File: src/hdl/dim_params.svh
/*
 * dim_params.svh: offsets, field positions, reset values and timing counts
 * of the dual-input range inhibit monitor.
 * Assumes a 100 MHz system clock and an AXI4-Lite bus with 32-bit data.
 */
`ifndef DIM_PARAMS_SVH
`define DIM_PARAMS_SVH

// register byte offsets
`define DIM_OFS_CTRL      8'h00
`define DIM_OFS_THRESH    8'h04
`define DIM_OFS_STATUS    8'h08
`define DIM_OFS_HIST      8'h0C
`define DIM_OFS_IRQ_STAT  8'h10
`define DIM_OFS_IRQ_MASK  8'h14
`define DIM_OFS_WARM      8'h18

// field positions
`define DIM_CTRL_CHECK_EN 0
`define DIM_CTRL_SVC_EN   1
`define DIM_HIST_STORED   0
`define DIM_IRQ_FAULT     0
`define DIM_IRQ_AUTOCLR   1

// reset values
`define DIM_RST_CTRL      2'h1
`define DIM_RST_THRESH    16'h00C8
`define DIM_RST_MASK      2'h0

// timing: clock period, evaluation tick, mismatch limit and warm-up clear count
`define DIM_CLK_NS        10
`define DIM_TICK_NS       1000000
`define DIM_TICK_CYCLES   (`DIM_TICK_NS / `DIM_CLK_NS)
`define DIM_MISMATCH_S    120
`define DIM_MISMATCH_MS   (`DIM_MISMATCH_S * 1000)
`define DIM_WARMUP_CLEAR  40

// axi responses
`define DIM_RESP_OKAY     2'h0
`define DIM_RESP_SLVERR   2'h2

`endif

File: src/hdl/dim_pkg.sv
/*
 * dim_pkg: types of the dual-input range inhibit monitor.
 * Assumes dim_params.svh is compiled alongside for the numeric constants.
 */
package dim_pkg;

   // mismatch supervision states
   typedef enum logic [1:0] {
      FS_MATCH  = 2'b00,
      FS_TIMING = 2'b01,
      FS_FAULT  = 2'b10
   } dim_fault_state_t;

   // software control bits
   typedef struct packed {
      logic svc_en;
      logic check_en;
   } dim_ctrl_t;

   // live input and block state
   typedef struct packed {
      logic inhibit;
      logic hist;
      logic fault;
      logic sense_on;
      logic select_on;
   } dim_status_t;

endpackage : dim_pkg

File: src/hdl/dim_counter.sv
/*
 * dim_counter: up counter with synchronous clear and increment.
 * Assumes the user bounds the count; clear wins over increment.
 */
`timescale 1ns/1ps
module dim_counter #(
   parameter int W = 8
) (
   // clock and reset
   input  wire logic         sys_clk,
   input  wire logic         resetn,
   // control
   input  wire logic         clr,
   input  wire logic         inc,
   output logic      [W-1:0] cnt
);
   logic [W-1:0] cnt_next;

   // clear first so a restart never carries a stale count
   always_comb begin
      cnt_next = cnt;
      if (clr) begin
         cnt_next = '0;
      end else if (inc) begin
         cnt_next = cnt + W'(1);
      end
   end

   always_ff @(posedge sys_clk or negedge resetn) begin
      if (!resetn) begin
         cnt <= '0;
      end else begin
         cnt <= cnt_next;
      end
   end
endmodule : dim_counter

File: src/hdl/dim_range_inhibit.sv
/*
 * dim_range_inhibit: dual-input auxiliary range inhibit monitor with
 * mismatch fault, lamps, fault history and an AXI4-Lite register slave.
 * Assumes output speed and warm-up pulses come from logic on sys_clk;
 * the two switch inputs are raw pins and are synchronised here.
 */
`timescale 1ns/1ps
`include "dim_params.svh"

module dim_range_inhibit #(
   parameter int          TICK_CYCLES = `DIM_TICK_CYCLES,
   parameter int          MISMATCH_MS = `DIM_MISMATCH_MS,
   parameter logic [15:0] FAULT_CODE  = 16'h0A5A  // arbitrary value
) (
   // clock and reset
   input  wire logic        sys_clk,
   input  wire logic        resetn,
   // switch pins, active low
   input  wire logic        selector_return_n,
   input  wire logic        sense_ground_n,
   // vehicle state
   input  wire logic [15:0] output_speed,
   input  wire logic        warmup_done,
   // shift control
   input  wire logic        n2r_request,
   output logic             n2r_grant,
   output logic             shift_block,
   // lamps
   output logic             check_transmission_lamp,
   output logic             service_transmission_lamp,
   // interrupt
   output logic             irq,
   // axi4-lite write
   input  wire logic [7:0]  s_axi_awaddr,
   input  wire logic        s_axi_awvalid,
   output logic             s_axi_awready,
   input  wire logic [31:0] s_axi_wdata,
   input  wire logic [3:0]  s_axi_wstrb,
   input  wire logic        s_axi_wvalid,
   output logic             s_axi_wready,
   output logic [1:0]       s_axi_bresp,
   output logic             s_axi_bvalid,
   input  wire logic        s_axi_bready,
   // axi4-lite read
   input  wire logic [7:0]  s_axi_araddr,
   input  wire logic        s_axi_arvalid,
   output logic             s_axi_arready,
   output logic [31:0]      s_axi_rdata,
   output logic [1:0]       s_axi_rresp,
   output logic             s_axi_rvalid,
   input  wire logic        s_axi_rready
);
   localparam int PW = 17;
   localparam int MW = 17;
   localparam int WW = 6;

   // bus state
   logic [7:0]  awaddr_reg, awaddr_next;
   logic [31:0] wdata_reg, wdata_next;
   logic [3:0]  wstrb_reg, wstrb_next;
   logic        aw_full_reg, aw_full_next;
   logic        w_full_reg, w_full_next;
   logic        bvalid_reg, bvalid_next;
   logic [1:0]  bresp_reg, bresp_next;
   logic        rvalid_reg, rvalid_next;
   logic [1:0]  rresp_reg, rresp_next;
   logic [31:0] rdata_reg, rdata_next;
   logic        wr_fire;
   logic [31:0] wmask;

   // core state
   dim_pkg::dim_ctrl_t        ctrl_reg, ctrl_next;
   logic [15:0]               thresh_reg, thresh_next;
   logic [1:0]                irq_st_reg, irq_st_next;
   logic [1:0]                irq_mask_reg, irq_mask_next;
   logic                      hist_reg, hist_next;
   logic                      inhibit_reg, inhibit_next;
   logic                      both_on_reg;
   dim_pkg::dim_fault_state_t fstate_reg, fstate_next;
   dim_pkg::dim_status_t      status;

   // inputs and timers
   logic [1:0]    pins_sync;
   logic          select_on, sense_on, both_on, mismatch, fault_active;
   logic          tick, fault_set, auto_clr, tool_clr, speed_over;
   logic [PW-1:0] pre_cnt;
   logic [MW-1:0] mis_cnt;
   logic [WW-1:0] warm_cnt;

   dim_sync #(.W(2)) u_sync (
      .sys_clk  (sys_clk),
      .resetn   (resetn),
      .async_in ({sense_ground_n, selector_return_n}),
      .sync_out (pins_sync)
   );

   // a pulled-low pin means the switch is closed
   assign select_on = ~pins_sync[0];
   assign sense_on  = ~pins_sync[1];
   assign both_on   = select_on & sense_on;
   assign mismatch  = select_on ^ sense_on;
   assign fault_active = (fstate_reg == dim_pkg::FS_FAULT);

   // millisecond tick, restarted with each timing run so the limit is exact
   assign tick = (pre_cnt == PW'(TICK_CYCLES - 1));
   dim_counter #(.W(PW)) u_prescale (
      .sys_clk (sys_clk),
      .resetn  (resetn),
      .clr     (tick | (fstate_reg != dim_pkg::FS_TIMING)),
      .inc     (1'b1),
      .cnt     (pre_cnt)
   );

   // duration of the current disagreement in ticks
   dim_counter #(.W(MW)) u_mismatch (
      .sys_clk (sys_clk),
      .resetn  (resetn),
      .clr     (~mismatch | ~ctrl_reg.check_en),
      .inc     (tick & (fstate_reg == dim_pkg::FS_TIMING)),
      .cnt     (mis_cnt)
   );

   // warm-up cycles survived while a fault is stored
   assign auto_clr = hist_reg & warmup_done & (warm_cnt == WW'(`DIM_WARMUP_CLEAR - 1))
                     & ~fault_active;
   dim_counter #(.W(WW)) u_warm (
      .sys_clk (sys_clk),
      .resetn  (resetn),
      .clr     (fault_active | ~hist_reg | auto_clr),
      .inc     (warmup_done),
      .cnt     (warm_cnt)
   );

   // one tick past the limit makes the disagreement strictly longer than it
   assign fault_set = (fstate_reg == dim_pkg::FS_TIMING) & tick & mismatch
                      & ctrl_reg.check_en & (mis_cnt == MW'(MISMATCH_MS));

   // mismatch supervision
   always_comb begin
      fstate_next = fstate_reg;
      unique case (fstate_reg)
         dim_pkg::FS_MATCH: begin
            if (ctrl_reg.check_en && mismatch) begin
               fstate_next = dim_pkg::FS_TIMING;
            end
         end
         dim_pkg::FS_TIMING: begin
            if (!ctrl_reg.check_en || !mismatch) begin
               fstate_next = dim_pkg::FS_MATCH;
            end else if (fault_set) begin
               fstate_next = dim_pkg::FS_FAULT;
            end
         end
         dim_pkg::FS_FAULT: begin
            if (!ctrl_reg.check_en || !mismatch) begin
               fstate_next = dim_pkg::FS_MATCH;
            end
         end
         default: fstate_next = dim_pkg::FS_MATCH;
      endcase
   end

   // range inhibit arms on both inputs turning on, released by off or speed
   assign speed_over = (output_speed > thresh_reg);
   always_comb begin
      inhibit_next = inhibit_reg;
      if (!both_on || speed_over) begin
         inhibit_next = 1'b0;
      end else if (!both_on_reg) begin
         inhibit_next = 1'b1;
      end
   end

   // a fault means the inputs cannot be trusted, so the block is lifted
   assign shift_block = inhibit_reg & ~fault_active;
   assign n2r_grant   = n2r_request & ~shift_block;
   assign check_transmission_lamp   = fault_active;
   assign service_transmission_lamp = fault_active & ctrl_reg.svc_en;
   assign irq = |(irq_st_reg & irq_mask_reg);

   // axi4-lite handshakes; address and data taken in either order
   assign s_axi_awready = ~aw_full_reg & ~bvalid_reg;
   assign s_axi_wready  = ~w_full_reg & ~bvalid_reg;
   assign s_axi_arready = ~rvalid_reg;
   assign wr_fire = aw_full_reg & w_full_reg & ~bvalid_reg;
   assign wmask = {{8{wstrb_reg[3]}}, {8{wstrb_reg[2]}}, {8{wstrb_reg[1]}}, {8{wstrb_reg[0]}}};
   assign tool_clr = wr_fire & (awaddr_reg == `DIM_OFS_HIST) & wmask[`DIM_HIST_STORED]
                     & wdata_reg[`DIM_HIST_STORED];
   assign status = '{inhibit: shift_block, hist: hist_reg, fault: fault_active,
                     sense_on: sense_on, select_on: select_on};

   // bus channel state and read mux
   always_comb begin
      awaddr_next  = awaddr_reg;
      wdata_next   = wdata_reg;
      wstrb_next   = wstrb_reg;
      aw_full_next = aw_full_reg;
      w_full_next  = w_full_reg;
      bvalid_next  = bvalid_reg;
      bresp_next   = bresp_reg;
      rvalid_next  = rvalid_reg;
      rresp_next   = rresp_reg;
      rdata_next   = rdata_reg;
      if (s_axi_awvalid && s_axi_awready) begin
         awaddr_next  = s_axi_awaddr;
         aw_full_next = 1'b1;
      end
      if (s_axi_wvalid && s_axi_wready) begin
         wdata_next  = s_axi_wdata;
         wstrb_next  = s_axi_wstrb;
         w_full_next = 1'b1;
      end
      if (wr_fire) begin
         aw_full_next = 1'b0;
         w_full_next  = 1'b0;
         bvalid_next  = 1'b1;
         bresp_next   = `DIM_RESP_OKAY;
         unique case (awaddr_reg)
            `DIM_OFS_CTRL, `DIM_OFS_THRESH, `DIM_OFS_STATUS, `DIM_OFS_HIST,
            `DIM_OFS_IRQ_STAT, `DIM_OFS_IRQ_MASK, `DIM_OFS_WARM: bresp_next = `DIM_RESP_OKAY;
            default: bresp_next = `DIM_RESP_SLVERR;
         endcase
      end else if (bvalid_reg && s_axi_bready) begin
         bvalid_next = 1'b0;
      end
      if (s_axi_arvalid && s_axi_arready) begin
         rvalid_next = 1'b1;
         rresp_next  = `DIM_RESP_OKAY;
         rdata_next  = 32'h0000_0000;
         unique case (s_axi_araddr)
            `DIM_OFS_CTRL:     rdata_next = {30'h0000_0000, ctrl_reg};
            `DIM_OFS_THRESH:   rdata_next = {16'h0000, thresh_reg};
            `DIM_OFS_STATUS:   rdata_next = {27'h000_0000, status};
            `DIM_OFS_HIST:     rdata_next = {hist_reg ? FAULT_CODE : 16'h0000, 15'h0000, hist_reg};
            `DIM_OFS_IRQ_STAT: rdata_next = {30'h0000_0000, irq_st_reg};
            `DIM_OFS_IRQ_MASK: rdata_next = {30'h0000_0000, irq_mask_reg};
            `DIM_OFS_WARM:     rdata_next = {26'h000_0000, warm_cnt};
            default:           rresp_next = `DIM_RESP_SLVERR;
         endcase
      end else if (rvalid_reg && s_axi_rready) begin
         rvalid_next = 1'b0;
      end
   end

   // software registers, history and sticky events; hardware set beats clear
   always_comb begin
      ctrl_next     = ctrl_reg;
      thresh_next   = thresh_reg;
      irq_mask_next = irq_mask_reg;
      irq_st_next   = irq_st_reg;
      hist_next     = hist_reg;
      if (wr_fire && awaddr_reg == `DIM_OFS_CTRL && wstrb_reg[0]) begin
         ctrl_next = dim_pkg::dim_ctrl_t'(wdata_reg[1:0]);
      end
      if (wr_fire && awaddr_reg == `DIM_OFS_THRESH) begin
         thresh_next = (thresh_reg & ~wmask[15:0]) | (wdata_reg[15:0] & wmask[15:0]);
      end
      if (wr_fire && awaddr_reg == `DIM_OFS_IRQ_MASK && wstrb_reg[0]) begin
         irq_mask_next = wdata_reg[1:0];
      end
      if (wr_fire && awaddr_reg == `DIM_OFS_IRQ_STAT && wstrb_reg[0]) begin
         irq_st_next = irq_st_reg & ~wdata_reg[1:0];
      end
      if (tool_clr || auto_clr) begin
         hist_next = 1'b0;
      end
      if (fault_set) begin
         hist_next = 1'b1;
         irq_st_next[`DIM_IRQ_FAULT] = 1'b1;
      end
      if (auto_clr) begin
         irq_st_next[`DIM_IRQ_AUTOCLR] = 1'b1;
      end
   end

   always_ff @(posedge sys_clk or negedge resetn) begin
      if (!resetn) begin
         awaddr_reg   <= 8'h00;
         wdata_reg    <= 32'h0000_0000;
         wstrb_reg    <= 4'h0;
         aw_full_reg  <= 1'b0;
         w_full_reg   <= 1'b0;
         bvalid_reg   <= 1'b0;
         bresp_reg    <= `DIM_RESP_OKAY;
         rvalid_reg   <= 1'b0;
         rresp_reg    <= `DIM_RESP_OKAY;
         rdata_reg    <= 32'h0000_0000;
         ctrl_reg     <= dim_pkg::dim_ctrl_t'(`DIM_RST_CTRL);
         thresh_reg   <= `DIM_RST_THRESH;
         irq_st_reg   <= 2'h0;
         irq_mask_reg <= `DIM_RST_MASK;
         hist_reg     <= 1'b0;
         inhibit_reg  <= 1'b0;
         both_on_reg  <= 1'b0;
         fstate_reg   <= dim_pkg::FS_MATCH;
      end else begin
         awaddr_reg   <= awaddr_next;
         wdata_reg    <= wdata_next;
         wstrb_reg    <= wstrb_next;
         aw_full_reg  <= aw_full_next;
         w_full_reg   <= w_full_next;
         bvalid_reg   <= bvalid_next;
         bresp_reg    <= bresp_next;
         rvalid_reg   <= rvalid_next;
         rresp_reg    <= rresp_next;
         rdata_reg    <= rdata_next;
         ctrl_reg     <= ctrl_next;
         thresh_reg   <= thresh_next;
         irq_st_reg   <= irq_st_next;
         irq_mask_reg <= irq_mask_next;
         hist_reg     <= hist_next;
         inhibit_reg  <= inhibit_next;
         both_on_reg  <= both_on;
         fstate_reg   <= fstate_next;
      end
   end

   assign s_axi_bvalid = bvalid_reg;
   assign s_axi_bresp  = bresp_reg;
   assign s_axi_rvalid = rvalid_reg;
   assign s_axi_rresp  = rresp_reg;
   assign s_axi_rdata  = rdata_reg;
endmodule : dim_range_inhibit

File: src/hdl/dim_sync.sv
/*
 * dim_sync: two-flop synchroniser for a bus of independent levels.
 * Assumes each bit is a slow level from a pin; no bus coherency is implied.
 */
`timescale 1ns/1ps
module dim_sync #(
   parameter int W = 1
) (
   // clock and reset
   input  wire logic         sys_clk,
   input  wire logic         resetn,
   // levels
   input  wire logic [W-1:0] async_in,
   output logic      [W-1:0] sync_out
);
   logic [W-1:0] meta_reg;

   // first stage feeds only the second stage; reset to the released level
   // of an active-low pin, so that no false closure follows reset
   always_ff @(posedge sys_clk or negedge resetn) begin
      if (!resetn) begin
         meta_reg <= '1;
         sync_out <= '1;
      end else begin
         meta_reg <= async_in;
         sync_out <= meta_reg;
      end
   end
endmodule : dim_sync

File: config.mk
export PLATFORM = sky130hd
export DESIGN_NAME = dim_range_inhibit
export DESIGN_NICKNAME = d
export VERILOG_FILES = /design/src/hdl/dim_pkg.sv /design/src/hdl/dim_counter.sv /design/src/hdl/dim_range_inhibit.sv /design/src/hdl/dim_sync.sv
export VERILOG_INCLUDE_DIRS = /design/src /design/src/hdl
export SDC_FILE = /design/constraint.sdc
export NUM_CORES = 1
export LEC_CHECK = 0
export ABC_AREA = 1
export BUFFER_PORTS_ARGS = -buffer_cell sky130_fd_sc_hd__buf_2
export CORE_UTILIZATION = 60
export CTS_CLUSTER_SIZE = 25
export DETAILED_ROUTE_END_ITERATION = 16
export PLACE_DENSITY = 0.86
export SETUP_SLACK_MARGIN = 0.5
export SLEW_MARGIN = 10
export SYNTH_ARGS = -nofsm -noshare
export SYNTH_HDL_FRONTEND = slang
export SYNTH_SLANG_ARGS = --single-unit
File: constraint.sdc
create_clock -name sys_clk -period 3.9 [get_ports sys_clk]
set_input_delay 0.78 -clock sys_clk [delete_from_list [all_inputs] [get_ports sys_clk]]
set_output_delay 0.78 -clock sys_clk [all_outputs]
set_load 0.01 [all_outputs]
==> results of run 1 <==
[per-stage QoR]
stage,std cells,hold WS [ps]
after floorplan,780,345
after global placement,981,346
after detailed placement,981,347
after CTS,1013,334
after global routing,1013,340
final,1013,320
[cell families (layout without fill, tap and decap cells)]
kind of cell | after synthesis | count (layout)
xor+xnor | 13 | 13
mux | 6 | 6
fa+ha+maj | 21 | 21
compound gates | 93 | 93
simple gates | 388 | 388
other cells | 1 | 12
flops | 120 | 120
buf+inv | 127 | 227
[worst max-delay path, delay by kind of cell (launching register included)]
kind                   cells  cell delay [ps]
DFF                        1              380
buffers and inverters      2              250
and+or+nand+nor            3              400
[Yosys cell counts, types with 8 or more instances]
master	n
buf_4	18
nor2_1	94
dfrtp_1	112
ha_1	21
a21oi_1	31
nand3_1	41
xor2_1	13
nand2_1	185
nor3_1	15
nand4_1	19
o31ai_1	10
dfstp_2	8
inv_1	92
o21ai_1	13
o21ai_0	27
[worst max-delay path by stage]
stage | from | endpoint | slack [ps] | cells after the start
after floorplan | u_sync.sync_out[0] | u_mismatch.cnt[5] | 2090 | 9
after global placement | s_axi_arvalid | s_axi_rdata[2] | 1770 | 5
after detailed placement | s_axi_araddr[6] | s_axi_rdata[1] | 1740 | 10
after CTS | fstate_reg[1] | n2r_grant | 1570 | 5
after global routing | fstate_reg[1] | n2r_grant | 1470 | 5
final | fstate_reg[1] | n2r_grant | 1570 | 5
[metal layers]
layer	share of wire	wire length (um)	vias to the layer above	GRT usage
met1	0.40	6160	2618	0.351
met4	0.035	527	0	0.143
met3	0.057	873	52	0.0683
met2	0.50	7670	254	0.519
met5	0	0	-	0
li1	-	-	2660	-
[power by group through the flow]
stage                     clock network, uW  logic, uW  registers (uW)
after floorplan                           0        487            1580
after global placement                    0        649            1590
after detailed placement                  0        693            1600
after CTS                              1570        732            1590
after global routing                   1630        824            1610
final                                  1570        736            1590
[cell type report]
class | count | share of cell area
clock buffer | 21 | 0.0609
clock inverter | 11 | 0.0197
inverter | 98 | 0.0506
multi-input combinational | 533 | 0.371
sequential | 120 | 0.408
tap | 133 | 0.0226
timing repair buffer | 97 | 0.0672
==> impl_results.md, run 1 <==
* Initial Util at 0.630
* Synthesis-stage register bit count at 120
* Routed Antenna Nets at 0
* Slew headroom at 0.374
* Top cell type's share of synthesized area at 0.447
* Area of the multi-input gates at 2730 um2
* Routed WL at 15.2 mm
* Ports at 125
* Crit path largest cell delay at 380 ps
* Layout Area Growth over Synthesis at 17.6%
* Drc violations at 0
* CP Class: reg -> out
* Buffers added on ports at 94
* Comb power frac at 0.189
* Setup tns final at 0 ps
* Synth area leader: dfrtp_1
* CTS Root Cell: clkbuf_8
* Cts repair resizes at 0
* Initial DRC count at 458
* Crit end category: output port
* HP Class: in -> async
* Layout cells sized above 1 at 0.191
* Site Rows at 36
* Fmax at roughly 0.43 GHz
* Largest net degree at the start of global routing at 63
* Commonest cells after routing, fill and taps aside: 185 x nand2_1, 112 x dfrtp_1, 94 x nor2_1
* CP max stage cell: dfrtp_1
* Most common cell after layout, fill and taps aside: nand2_1
* P_sw at 1170 uW
* Place WS at 1740 ps
* Final setup violation count at 0
* Power Density at roughly 530 nW/um2
* Post-layout total power at 3900 uW
* Post-Synth Adder-Cell Area at 0.0419
* Diode count at 0
* Total iterations of the first detailed-routing run at 6
* Num CTS Buffers at 17
* Clock skew at ~10 ps
* TritonCTS clock tree: built
* PnR worst setup slack at 1570 ps
* Register area share after synthesis at 0.480
* Sink Count at 120
* Avg WL per Cell at roughly 15 um
* Clock share of power at 0.403
* Gr ovfl total at 0
* Die area at 10900 um2
* R2R cell count at 8
* Via density at 5.51
* Post-Synth Simple-Gate Area at 0.275
* Die W at 104 um
* Die Y at approximately 100 um
* Max_cap viols at 0
* Flop pwr share at 0.408
* Sw Share at 0.299
* RSZ-0062 raised after global routing: false
* Top post-synthesis cells by area: dfrtp_1 45%, nand2_1 11%, nor2_1 5.6%
* Xor/xnor share of the synthesized area at 0.0181
* Dpl hpwl at 10.2 mm
* Post-CTS setup buffer count at 0
* Worst path cell trace: nand2_1, inv_1, nor2_1, nor2_1, buf_2
* Final min period at 2330 ps
* Placed Area at approximately 6800 um2
* Final max-slew violation count at 0
* Critical path required time at 3120 ps
* Worst-skew pair later-pin latency at 530 ps
* Initial antenna violation count at 0
* Crit-path max FO at 4
* Clk buf depth at 2
* Async SR Flop Fraction at 1.00
* Worst EP arrival at approximately 1600 ps
* Core Area at 9950 um2
* VDD IR max at 0.294 mV
* Avg Inst Size Synth at 8.16 um2
* First-pass GRT wire length at 25.5 mm
* Cts hold-fix bufs at 0
* Worst Tran Pin Value at ~940 ps
* Leak Pwr at 0.00367 uW
* FILL cells at 669
* Number of global-route vias before repair at ~5500
* All-Layer GR Usage at 0.299
* Final Hold Fails at 0
* Gpl congestion at around 0.90
* Status: completed
* Netlist cell types at 46
* Internal at between 2000 and 3000 uW
* Main combinational cell family by area after synthesis: simple AND/OR/NAND/NOR gates
* Mux cell area share after synthesis at 0.0108
* Final Cycle Share at 0.598
* Worst-path clk slew at 60 ps
* Post-route cell area at 7380 um2
* Startpoint types: flop
* Worst path most repeated cell: nor2_1
* FF-to-FF Start: u_sync.sync_out[0]
* Synth Instances at 769
* Via count at 5584
* Nets@finish at between 900 and 1000
* Main synth FF type: dfrtp_1
* Seq. cell area at around 3000 um2
* Post-synthesis compound-gate area fraction at 0.0832
* Syn Std Cell Area at around 6300 um2
* EDFF count, synth at 0
* H-tree levels at 4
* Synth warn at 0
* R2r setup slk at 1740 ps
* Fin util at 0.741
* RR Endpoint: u_mismatch.cnt[2]
No activity file was read; power rests on OpenSTA's default activity.
==> run 2: changes to the inputs <==
--- a/config.mk
+++ b/config.mk
@@ -8,10 +8,10 @@
 export LEC_CHECK = 0
 export ABC_AREA = 1
 export BUFFER_PORTS_ARGS = -buffer_cell sky130_fd_sc_hd__buf_2
-export CORE_UTILIZATION = 60
+export CORE_UTILIZATION = 56
 export CTS_CLUSTER_SIZE = 25
 export DETAILED_ROUTE_END_ITERATION = 16
-export PLACE_DENSITY = 0.86
+export PLACE_DENSITY = 0.81
 export SETUP_SLACK_MARGIN = 0.5
 export SLEW_MARGIN = 10
 export SYNTH_ARGS = -nofsm -noshare
==> constraint.sdc (replaced) <==
create_clock -name sys_clk -period 2.3 [get_ports sys_clk]
set_input_delay 0.46 -clock sys_clk [delete_from_list [all_inputs] [get_ports sys_clk]]
set_output_delay 0.46 -clock sys_clk [all_outputs]
set_load 0.01 [all_outputs]
==> run 2 against run 1 <==
Worst hold slack worse by 270 ps. Clock power increased by 62%. Die area up 7.0%. Cell count up 2.0%. Clock skew fell by 2.0 ps. Critical endpoint unchanged. Largest cell class unchanged. Highest routed layer unchanged.
==> impl_results.md, run 2 (same netlist as run 1, synthesis figures left out) <==
* Commonest cells after routing, fill and taps aside: 183 x nand2_1, 112 x dfrtp_1, 92 x buf_2 (was 185 x nand2_1, 112 x dfrtp_1, 94 x nor2_1)
* VDD IR max at 0.444 mV (was 0.294 mV)
* Diode count at 0 (unchanged)
* Sink Count at 120 (unchanged)
* Worst path cell trace: inv_2, nand2_4, inv_4, nor2_4, nor2_1, buf_2 (was nand2_1, inv_1, nor2_1, nor2_1, buf_2)
* Buffers added on ports at 94 (unchanged)
* Site Rows at 38 (was 36)
* Die area at 11600 um2 (was 10900 um2)
* First-pass GRT wire length at 22.7 mm (was 25.5 mm)
* Critical path launch point: fstate_reg[0] (was fstate_reg[1])
* Final setup violation count at 0 (unchanged)
* Initial antenna violation count at 0 (unchanged)
* Nets@finish at 981 (was 967)
* P_sw at 1870 uW (was 1170 uW)
* Clock share of power at 0.394 (was 0.403)
* Final min period at 1830 ps
* Final Cycle Share at 0.798
* Hold Path Origin: sense_ground_n
* Setup tns final at 0 ps (unchanged)
* Largest net degree at the start of global routing at 56 (was 63)
* Via density at 5.25 (was 5.51)
* CP Class: reg -> out (unchanged)
* CP max stage cell: dfrtp_1 (unchanged)
* Initial Util at 0.576 (was 0.630)
* Die W at 108 um (was 104 um)
* Core Area at 10900 um2 (was 9950 um2)
* Drc violations at 0 (unchanged)
* Routed Antenna Nets at 0 (unchanged)
* Max_cap viols at 0 (unchanged)
* Worst-skew pair later-pin latency at 520 ps (was 530 ps)
* Worst EP arrival at 1370 ps (was 1550 ps)
* Avg WL per Cell at 13.5 um (was 15.0 um)
* Crit-path max FO at 4 (unchanged)
* RSZ-0062 raised after global routing: true (was false)
* Total iterations of the first detailed-routing run at 6 (unchanged)
* Via count at 5427 (was 5584)
* Die Y at 108 um (was 104 um)
* Sw Share at 0.290 (was 0.299)
* Flop pwr share at 0.417 (was 0.408)
* Placed Area at 6830 um2 (was 6780 um2)
* Dpl hpwl at 9.69 mm (was 10.2 mm)
* All-Layer GR Usage at 0.252 (was 0.299)
* Layout Area Growth over Synthesis at 20.5% (was 17.6%)
* Comb power frac at 0.189 (about the same)
* Worst-path clk slew at 50 ps (was 60 ps)
* Crit path largest cell delay at 370 ps (was 380 ps)
* Gr ovfl total at 0 (unchanged)
* Slew headroom at 0.660 (was 0.374)
* HP Class: in -> reg (was in -> async)
* H-tree levels at 4 (unchanged)
* Internal at 4580 uW (was 2730 uW)
* Most common cell after layout, fill and taps aside: nand2_1 (unchanged)
* Routed WL at 13.9 mm (was 15.2 mm)
* WHS at 45.8 ps (was 320 ps)
* Layout cells sized above 1 at 0.214 (was 0.191)
* Critical path required time at 1840 ps (was 3120 ps)
* Fmax at 0.545 GHz
* Crit end category: output port (unchanged)
* Initial DRC count at 439 (was 458)
* Gpl congestion at 0.872 (was 0.901)
* Power Density at 853 nW/um2 (was 528 nW/um2)
* Clock skew at 7.78 ps (was 9.77 ps)
* Ports at 125 (unchanged)
* Post-route cell area at 7560 um2 (was 7380 um2)
* FF-to-FF Start: u_sync.sync_out[0] (unchanged)
* Status: completed (unchanged)
* Num CTS Buffers at 17 (unchanged)
* CTS Root Cell: clkbuf_8 (unchanged)
* Final max-slew violation count at 0 (unchanged)
* Final Hold Fails at 0 (unchanged)
* Startpoint types: flop (unchanged)
* Clk buf depth at 2 (unchanged)
* Number of global-route vias before repair at 5021 (was 5472)
* Leak Pwr at 0.00374 uW (was 0.00367 uW)
* TritonCTS clock tree: built (unchanged)
* Worst Tran Pin Value at 508 ps (was 937 ps)
## run 2: layer usage
layer,up-vias,part of all wire,track usage
li1,2679,-,-
met1,2509,0.43,0.316
met2,217,0.49,0.421
met3,22,0.063,0.0569
met4,0,0.017,0.0998
met5,-,0,0
## run 2: timing repair
| item | 4_1_cts | 5_1_grt |
|---|---|---|
| setup endpoints to repair | 25 | 14 |
| resized for setup | 11 | 9 |
| setup buffers | 3 | 7 |
| hold buffers | 1 | 0 |
| hold endpoints to repair | 19 | 0 |
| pin swaps | 2 | 3 |
## run 2: cell type report
class                      instances  area, um2
timing repair buffer             111        622
multi-input combinational        533       2800
fill                             817       3330
inverter                          98        377
clock inverter                     8       96.3
sequential                       120       3010
clock buffer                      23        477
tap                              140        175
## run 2: through the flow
step / util / instances / power [uW] / setup WS, ps
after CTS: 0.687 / 1026 / 6470 / 446
after detailed placement: 0.627 / 991 / 3890 / 365
after global routing: 0.695 / 1033 / 6810 / 372
after floorplan: - / 780 / 3510 / 603
final: 0.695 / 1033 / 6450 / 465
after global placement: 0.627 / 991 / 3830 / 421
## run 2: worst max-delay path, delay by kind of cell (launching register included)
family | cells | cell delay [ps]
flops | 1 | 370
simple gates | 3 | 200
buf+inv | 3 | 300
## run 2: worst paths after layout
| check | to | slack, ps | cells after the start |
|---|---|---|---|
| min in group asynchronous | async pin | 410 | 2 |
| max | n2r_grant | 470 | 6 |
| max in group asynchronous | u_sync.meta_reg[1] | 1260 | 3 |
| max reg2reg | fstate_reg[1] | 570 | 7 |
| min | u_sync.meta_reg[1] | 50 | 1 |
| min reg2reg | u_sync.sync_out[1] | 350 | 0 |
## run 2: power by group through the flow
stage               sequential, uW  clock, uW  combinational (uW)
floorplan                     2680          0                 827
global placement              2700          0                1130
detailed placement            2710          0                1180
CTS                           2680       2580                1210
global route                  2730       2680                1390
finish                        2690       2540                1220
